`config.mk`:
```
export PLATFORM = sky130hd
export DESIGN_NAME = xcfg_host
export DESIGN_NICKNAME = d
export VERILOG_FILES = /design/src/xcfg_pkg.sv /design/src/xcfg_host.sv /design/src/xcfg_fifo.sv
export SDC_FILE = /design/constraint.sdc
export NUM_CORES = 1
export LEC_CHECK = 0
export BUFFER_PORTS_ARGS = -buffer_cell sky130_fd_sc_hd__buf_4
export CAP_MARGIN = 5
export CORE_MARGIN = 2
export CORE_UTILIZATION = 55
export DETAILED_ROUTE_END_ITERATION = 10
export GPL_TIMING_DRIVEN = 0
export PLACE_DENSITY = 0.76
export SLEW_MARGIN = 20
export SYNTH_ARGS = -nofsm -noshare
export SYNTH_HDL_FRONTEND = slang
export SYNTH_HIERARCHICAL = 1
export SYNTH_SLANG_ARGS = --single-unit
export TNS_END_PERCENT = 5
```
`constraint.sdc`:
```
create_clock -name i_clk_sys -period 7.95 [get_ports i_clk_sys]
set_clock_uncertainty 0.2 [all_clocks]
set_input_delay 1.59 -clock i_clk_sys [delete_from_list [all_inputs] [get_ports i_clk_sys]]
set_output_delay 1.59 -clock i_clk_sys [all_outputs]
set_load 0.02 [all_outputs]
```
`src/xcfg_pkg.sv`:
```
// Package of constants for the crosspoint switch configuration controller.
package xcfg_pkg;
    // ==========================================================
    // Switch geometry
    localparam int LANES = 16;
    localparam int SEL_W = 4;
    localparam int CMD_W = 2;
    // ==========================================================
    // Host command codes carried with each FIFO word
    localparam logic [1:0] CMD_LOAD = 2'h0;
    localparam logic [1:0] CMD_CONFIGURE = 2'h1;
    localparam logic [1:0] CMD_RESET_BCAST = 2'h2;
    localparam logic [1:0] CMD_RESET_PASS = 2'h3;
    // ==========================================================
    // Pin timing in ns and derived cycle counts at 25 MHz
    localparam int CLK_NS = 40;
    localparam int LOAD_PW_NS = 7;
    localparam int CFG_PW_NS = 7;
    localparam int RESET_PW_NS = 10;
    localparam int HOLD_NS = 3;
    localparam int LOAD_PW_CYC = (LOAD_PW_NS + CLK_NS - 1) / CLK_NS;
    localparam int CFG_PW_CYC = (CFG_PW_NS + CLK_NS - 1) / CLK_NS;
    localparam int RESET_PW_CYC = (RESET_PW_NS + CLK_NS - 1) / CLK_NS;
    localparam int HOLD_CYC = (HOLD_NS + CLK_NS - 1) / CLK_NS;
    localparam int CNT_W = 4;
    localparam int FIFO_DEPTH = 4;
endpackage : xcfg_pkg

```
`src/xcfg_host.sv`:
```
// Host controller that programs the crosspoint switch over its strobe pins.
//
// Function
// - Controller repeats address and load per output to change.
// - Load and configure may share one strobe for immediate effect.
// - Reset pulse with configure low selects broadcast from input 0.
// - Reset pulse with configure high selects pass-through mapping.
// - Load stays low throughout a reset pulse.
`timescale 1ns/100ps
module xcfg_host #(
    parameter int LANES = xcfg_pkg::LANES,
    parameter int SEL_W = xcfg_pkg::SEL_W,
    parameter int DEPTH = xcfg_pkg::FIFO_DEPTH
) (
    // Clock and reset
    input wire logic i_clk_sys,
    input wire logic i_reset,
    // Command port
    input wire logic i_cmd_valid,
    output logic o_cmd_ready,
    input wire logic [xcfg_pkg::CMD_W-1:0] i_cmd_op,
    input wire logic [SEL_W-1:0] i_cmd_output,
    input wire logic [SEL_W-1:0] i_cmd_input,
    input wire logic i_cmd_immediate,
    output logic o_busy,
    // Switch pins
    output logic [SEL_W-1:0] o_output_select_addr,
    output logic [SEL_W-1:0] o_input_select_code,
    output logic o_load,
    output logic o_configure,
    output logic o_switch_reset,
    // Host shadow of the active routing
    output logic [LANES*SEL_W-1:0] o_active_map
);
    localparam int FW = xcfg_pkg::CMD_W + 2 * SEL_W + 1;

    typedef enum logic [2:0] {
        XCFG_IDLE, XCFG_SETUP, XCFG_STROBE, XCFG_HOLD
    } xcfg_state_t;

    xcfg_state_t state_r;
    logic [xcfg_pkg::CNT_W-1:0] cnt_r;
    logic [FW-1:0] fifo_data;
    logic fifo_valid;
    logic fifo_pop;
    logic [xcfg_pkg::CMD_W-1:0] op_r;
    logic imm_r;
    logic [SEL_W-1:0] prog_row_r [LANES];
    logic [SEL_W-1:0] act_row_r [LANES];
    logic cfg_d_r;

    // ==========================================================
    // Command buffer
    xcfg_fifo #(.WIDTH(FW), .DEPTH(DEPTH)) u_fifo (
        .i_clk_sys(i_clk_sys),
        .i_reset(i_reset),
        .i_in_valid(i_cmd_valid),
        .o_in_ready(o_cmd_ready),
        .i_in_data({i_cmd_op, i_cmd_output, i_cmd_input, i_cmd_immediate}),
        .o_out_valid(fifo_valid),
        .i_out_ready(fifo_pop),
        .o_out_data(fifo_data)
    );

    assign fifo_pop = (state_r == XCFG_IDLE);
    assign o_busy = (state_r != XCFG_IDLE) || fifo_valid;

    // ==========================================================
    // Strobe sequencer
    always_ff @(posedge i_clk_sys or posedge i_reset) begin
        if (i_reset) begin
            state_r <= XCFG_IDLE;
            cnt_r <= '0;
        end else begin
            unique case (state_r)
                XCFG_IDLE: begin
                    if (fifo_valid) begin
                        state_r <= XCFG_SETUP;
                    end
                end
                XCFG_SETUP: begin
                    state_r <= XCFG_STROBE;
                    cnt_r <= '0;
                end
                XCFG_STROBE: begin
                    if (cnt_r == xcfg_pkg::CNT_W'(xcfg_pkg::RESET_PW_CYC - 1)) begin
                        state_r <= XCFG_HOLD;
                        cnt_r <= '0;
                    end else begin
                        cnt_r <= cnt_r + 1'b1;
                    end
                end
                XCFG_HOLD: begin
                    if (cnt_r == xcfg_pkg::CNT_W'(xcfg_pkg::HOLD_CYC - 1)) begin
                        state_r <= XCFG_IDLE;
                    end else begin
                        cnt_r <= cnt_r + 1'b1;
                    end
                end
            endcase
        end
    end

    // ==========================================================
    // Pin drivers
    always_ff @(posedge i_clk_sys or posedge i_reset) begin
        if (i_reset) begin
            op_r <= xcfg_pkg::CMD_LOAD;
            imm_r <= 1'b0;
            o_output_select_addr <= '0;
            o_input_select_code <= '0;
            o_load <= 1'b0;
            o_configure <= 1'b0;
            o_switch_reset <= 1'b0;
        end else begin
            if (state_r == XCFG_IDLE && fifo_valid) begin
                {op_r, o_output_select_addr, o_input_select_code, imm_r} <= fifo_data;
                // configure held high before reset for pass-through
                o_configure <= (fifo_data[FW-1 -: xcfg_pkg::CMD_W] == xcfg_pkg::CMD_RESET_PASS);
            end else if (state_r == XCFG_SETUP) begin
                unique case (op_r)
                    xcfg_pkg::CMD_LOAD: begin
                        o_load <= 1'b1;
                        o_configure <= imm_r;
                    end
                    // configure strobe copies the program row
                    xcfg_pkg::CMD_CONFIGURE: o_configure <= 1'b1;
                    default: o_switch_reset <= 1'b1;
                endcase
            end else if (state_r == XCFG_STROBE &&
                         cnt_r == xcfg_pkg::CNT_W'(xcfg_pkg::RESET_PW_CYC - 1)) begin
                o_load <= 1'b0;
                o_switch_reset <= 1'b0;
                if (op_r != xcfg_pkg::CMD_RESET_PASS) begin
                    o_configure <= 1'b0;
                end
            end else if (state_r == XCFG_HOLD &&
                         cnt_r == xcfg_pkg::CNT_W'(xcfg_pkg::HOLD_CYC - 1)) begin
                o_configure <= 1'b0;
            end
        end
    end

    // ==========================================================
    // Shadow of program and active rows
    // Configure as driven one cycle earlier, for its rising edge.
    always_ff @(posedge i_clk_sys or posedge i_reset) begin
        if (i_reset) begin
            cfg_d_r <= 1'b0;
        end else begin
            cfg_d_r <= o_configure;
        end
    end

    for (genvar g = 0; g < LANES; g++) begin : g_lane
        always_ff @(posedge i_clk_sys or posedge i_reset) begin
            if (i_reset) begin
                prog_row_r[g] <= SEL_W'(g);
                act_row_r[g] <= SEL_W'(g);
            end else if (o_switch_reset) begin
                prog_row_r[g] <= o_configure ? SEL_W'(g) : '0;
                act_row_r[g] <= o_configure ? SEL_W'(g) : '0;
            end else begin
                // program row written per address only
                if (o_load && o_output_select_addr == SEL_W'(g)) begin
                    prog_row_r[g] <= o_input_select_code;
                end
                // active row changes only on configure
                if (o_configure && !cfg_d_r) begin
                    act_row_r[g] <= (o_load && o_output_select_addr == SEL_W'(g)) ?
                                    o_input_select_code : prog_row_r[g];
                end
            end
        end
        assign o_active_map[g*SEL_W +: SEL_W] = act_row_r[g];
    end

    // ==========================================================
    // Checks
    a_reset_load_low: assert property (@(posedge i_clk_sys) disable iff (i_reset)
        o_switch_reset |-> !o_load) else $error("load high during reset");
    a_load_pulse_width: assert property (@(posedge i_clk_sys) disable iff (i_reset)
        $rose(o_load) |-> o_load [*1] ##1 !o_load) else $error("load width wrong");
    a_addr_hold_load: assert property (@(posedge i_clk_sys) disable iff (i_reset)
        $fell(o_load) |-> $stable(o_output_select_addr) && $stable(o_input_select_code))
        else $error("address changed at load fall");
    a_pass_cfg_held: assert property (@(posedge i_clk_sys) disable iff (i_reset)
        (o_switch_reset && op_r == xcfg_pkg::CMD_RESET_PASS) |-> o_configure)
        else $error("configure low in pass reset");
    a_bcast_cfg_low: assert property (@(posedge i_clk_sys) disable iff (i_reset)
        (o_switch_reset && op_r == xcfg_pkg::CMD_RESET_BCAST) |-> !o_configure)
        else $error("configure high in broadcast reset");
    a_cfg_after_load: assert property (@(posedge i_clk_sys) disable iff (i_reset)
        ($rose(o_configure) && !o_switch_reset && op_r == xcfg_pkg::CMD_LOAD) |-> o_load)
        else $error("shared strobe out of step");
    a_cfg_pulse_ends: assert property (@(posedge i_clk_sys) disable iff (i_reset)
        (state_r == XCFG_SETUP && op_r == xcfg_pkg::CMD_CONFIGURE) |=>
        o_configure ##[1:3] !o_configure)
        else $error("configure pulse not ended");
    a_active_row_hold: assert property (@(posedge i_clk_sys) disable iff (i_reset)
        (!$rose(o_configure) && !o_switch_reset) |=> $stable(o_active_map))
        else $error("active map changed without configure");

    c_load_seen: cover property (@(posedge i_clk_sys) $rose(o_load));
    c_config_seen: cover property (@(posedge i_clk_sys) $rose(o_configure) && !o_load);
    c_bcast_reset: cover property (@(posedge i_clk_sys) o_switch_reset && !o_configure);
    c_pass_reset: cover property (@(posedge i_clk_sys) o_switch_reset && o_configure);
endmodule : xcfg_host

```
`src/xcfg_fifo.sv`:
```
// Parameterised valid/ready FIFO for host commands.
`timescale 1ns/100ps
module xcfg_fifo #(
    parameter int WIDTH = 10,
    parameter int DEPTH = 4
) (
    // Clock and reset
    input wire logic i_clk_sys,
    input wire logic i_reset,
    // Fill side
    input wire logic i_in_valid,
    output logic o_in_ready,
    input wire logic [WIDTH-1:0] i_in_data,
    // Drain side
    output logic o_out_valid,
    input wire logic i_out_ready,
    output logic [WIDTH-1:0] o_out_data
);
    localparam int AW = $clog2(DEPTH);
    logic [WIDTH-1:0] mem [DEPTH];
    logic [AW-1:0] wr_ptr_r;
    logic [AW-1:0] rd_ptr_r;
    logic [AW:0] count_r;
    logic push;
    logic pop;

    assign o_in_ready = (count_r != (AW+1)'(DEPTH));
    assign o_out_valid = (count_r != '0);
    assign push = i_in_valid && o_in_ready;
    assign pop = o_out_valid && i_out_ready;
    assign o_out_data = mem[rd_ptr_r];

    always_ff @(posedge i_clk_sys) begin
        if (push) begin
            mem[wr_ptr_r] <= i_in_data;
        end
    end

    always_ff @(posedge i_clk_sys or posedge i_reset) begin
        if (i_reset) begin
            wr_ptr_r <= '0;
            rd_ptr_r <= '0;
            count_r <= '0;
        end else begin
            if (push) begin
                wr_ptr_r <= (wr_ptr_r == AW'(DEPTH - 1)) ? '0 : wr_ptr_r + 1'b1;
            end
            if (pop) begin
                rd_ptr_r <= (rd_ptr_r == AW'(DEPTH - 1)) ? '0 : rd_ptr_r + 1'b1;
            end
            count_r <= count_r + (AW+1)'(push) - (AW+1)'(pop);
        end
    end

    a_fifo_no_overflow: assert property (@(posedge i_clk_sys) disable iff (i_reset)
        count_r <= (AW+1)'(DEPTH)) else $error("fifo count above depth");
endmodule : xcfg_fifo

```
==> results.cfg <==
[outcome]
run_status = complete, no violations

[floorplan]
rows = 44
design.portCount = 91
die-area_um2 = 15950
die_h_um = 126.3
start_util_pct = 56.39
core_area_um2 = 14590
die_w_um = 126.3

[cts]
clockRootBuffer = clkbuf_16
cts_tree = built
ctsHoldBuffers = 0
cts_buffer_depth = 2
postCtsSetupRepairBufs = 0
clk_pin_slew_ps = 70
numCtsBuffers = 17
clk_latency_ps = 440
h-tree-depth = 4
clock-sinks = 200
cts_resized = 0

[critical_path]
r2r_start = u_fifo/count_r[1]
end_kind = output pin
cp.required_ps = 6160
cp-start-kind = flip-flop
crit_type = reg2out
crit_arrival_ps = 1830
critPathMaxFanout = 4
r2r_slack_ps = 5260
reg2reg_to = u_fifo/count_r[2]
ff2ff_path_depth = 10

[routing]
drtIter0Drc = 538
vias = 5471
postRouteAntennaNets = 0
vias_per_cell = 5.759
drtPass1Iterations = 6
drc = 0
wl_per_cell_um = 18.80
wl_um = 17860

[logic_synthesis]
synthesis.nets = 672
netlist_area_um2 = 8227
synth-seq-cells = 200
synth_cells = 643
synth_top_family_by_area = multiplexers
yosysSeqAreaShare_pct = 64.49
synth_edf_count = 44
synth-main-ff-cell = dfrtp_1
synth_top_area_cell = dfrtp_1
yosys-top-cells-area = dfrtp_1 28%, dfstp_2 20%, edfxtp_1 16%
synthAdderAreaFrac_pct = 2.373
synthMuxAreaShare_pct = 13.48
synth_compound_area_share_pct = 11.12
yosys_warnings = 6
ys_types = 40
syn_area_per_cell_um2 = 12.79
synth_async_sr_flop_share_pct = 78.00
synth_top_area_share_pct = 27.98
synthSimpleGateAreaFrac_pct = 5.125
synth_xor_area_share_pct = 0.3194

[placement]
post-place-ws_ps = 4526
dp_hpwl_um = 12560
dpl.cell_count = 918
globalplace.congestion = 0.8360
io_buffers = 90

[grt]
grt-ovfl-total = 0
grt_max_degree = 115
grt_pass1_vias = 5446
grt_pass1_wl_um = 28830
grt_usage_pct = 23.56
antenna_found_initial = 0

[power_and_ir_drop]
p_leak_uw = 0.004243
p_per_area_nw_per_um2 = 426.0
max-vdd-ir-drop_mv = 0.2354

[layout]
layout-drive-gt1-share_pct = 30.55
diodes = 0
layout.nets = 782
area_growth_pct = 18.90
stdcell_count = 950
utilization_pct = 67.05
nFillCells = 1061

[timing]
tightest_slew_ps = 640.1
fin_tns_setup_ps = 0
grt_setup_unrepaired = false
slew_viol_final = 0
hold_violations = 0
timing.final.crit_period_ps = 3622
post-route-period-util_pct = 45.56
timing.final.ws_setup_ps = 4328
clock.fmax_mhz = 276.1
final-setup-viol-count = 0
slew_headroom_pct = 57.17

[hold_path]
hold_depth = 1
min_from = imm_r
holdCritPathClass = reg2reg
hold_path_end = imm_r

[run]
maxCapViolCount = 0
[where the power goes]
group | leakage, µW | internal [µW] | switching, µW
registers | 0.00227 | 1520 | 194
clock network | 0.000291 | 502 | 393
logic | 0.00168 | 632 | 926
[per-stage QoR]
| stage | area, µm² | power, µW | hold slack (ps) |
|---|---|---|---|
| after floorplan | 8227 | 2704 | 280.3 |
| after global placement | 9133 | 3206 | 295.9 |
| after detailed placement | 9168 | 3288 | 299.9 |
| after CTS | 9782 | 4192 | 316.6 |
| after global routing | 9782 | 4401 | 327.6 |
| final | 9782 | 4168 | 321.0 |
[flip-flops by register name, indices dropped and copies added (netlist names), 2 cells and up]
signal and cells:
op_r 2, u_fifo/count_r 3, o_active_map 64, u_fifo/rd_ptr_r 2
u_fifo/mem 44, prog_row_r 64, o_input_select_code 4, cnt_r 4
u_fifo/wr_ptr_r 2, o_output_select_addr 4, state_r 2
[synthesized netlist by cell type (3+ instances only)]
master / n
clkbuf_2: 3
a21oi_1: 104
mux2_2: 16
ha_1: 14
buf_2: 6
and3_2: 4
nand2b_1: 7
mux2i_1: 65
edfxtp_1: 44
inv_1: 15
nand2_1: 9
or3_1: 3
clkbuf_1: 38
o21ai_0: 67
dfrtp_1: 92
nor2_1: 52
mux4_2: 11
dfstp_2: 64
[cells in the final DEF (no fill, tap or decap), drive strengths merged, types with 3 or more instances in the layout]
cell / instances
edfxtp: 44
ha: 14
dfstp: 64
mux2: 18
mux4: 11
dfrtp: 92
o21ai: 68
mux2i: 65
nand2: 9
bufinv: 3
and3: 4
clkinvlp: 3
nor2: 52
nand2b: 7
inv: 22
clkbuf: 58
or3: 4
a21oi: 104
buf: 99
[cells by family (layout without fill, tap and decap cells)]
group	count (synthesis)	in the layout
mux	94	94
buf+inv	64	187
fa+ha+maj	15	15
simple gates	88	88
flops	200	200
compound gates	179	179
xor+xnor	3	3
[per-layer routing]
layer,vias up,share of wire (%),wire length [µm],GRT usage (%)
li1,2516,-,-,-
met1,2781,42,7587,31.24
met2,155,51,9095,39.09
met3,19,5.2,931,5.863
met4,0,1.4,242,6.852
met5,-,0,0,0
[worst max-delay path, cell delays in order, from the launching register on]
cell	delay, ps
dfrtp_1	440
or3_2	550
nand2b_1	230
buf_4	180
[how the worst max path moves through the flow]
stage | start | to | cells past startpoint
global route | u_fifo/count_r[1] | o_busy | 3
floorplan | i_reset | cfg_d_r | 1
CTS | u_fifo/count_r[1] | o_busy | 3
global placement | i_reset | o_active_map[15] | 2
detailed placement | i_cmd_valid | u_fifo/count_r[2] | 10
finish | u_fifo/count_r[1] | o_busy | 3
[cell type report]
class                           instances  area, µm²  share of cell area (%)
Timing Repair Buffer                   91      703.2                   7.189
Buffer                                 49      198.9                   2.034
Inverter                               15      63.81                  0.6523
Multi-Input combinational cell        379       2666                   27.26
Tap cell                              184      230.2                   2.354
Clock buffer                           17      425.4                   4.349
Clock inverter                         15      188.9                   1.931
Sequential cell                       200       5305                   54.23
(Power assumes the default switching activity.)
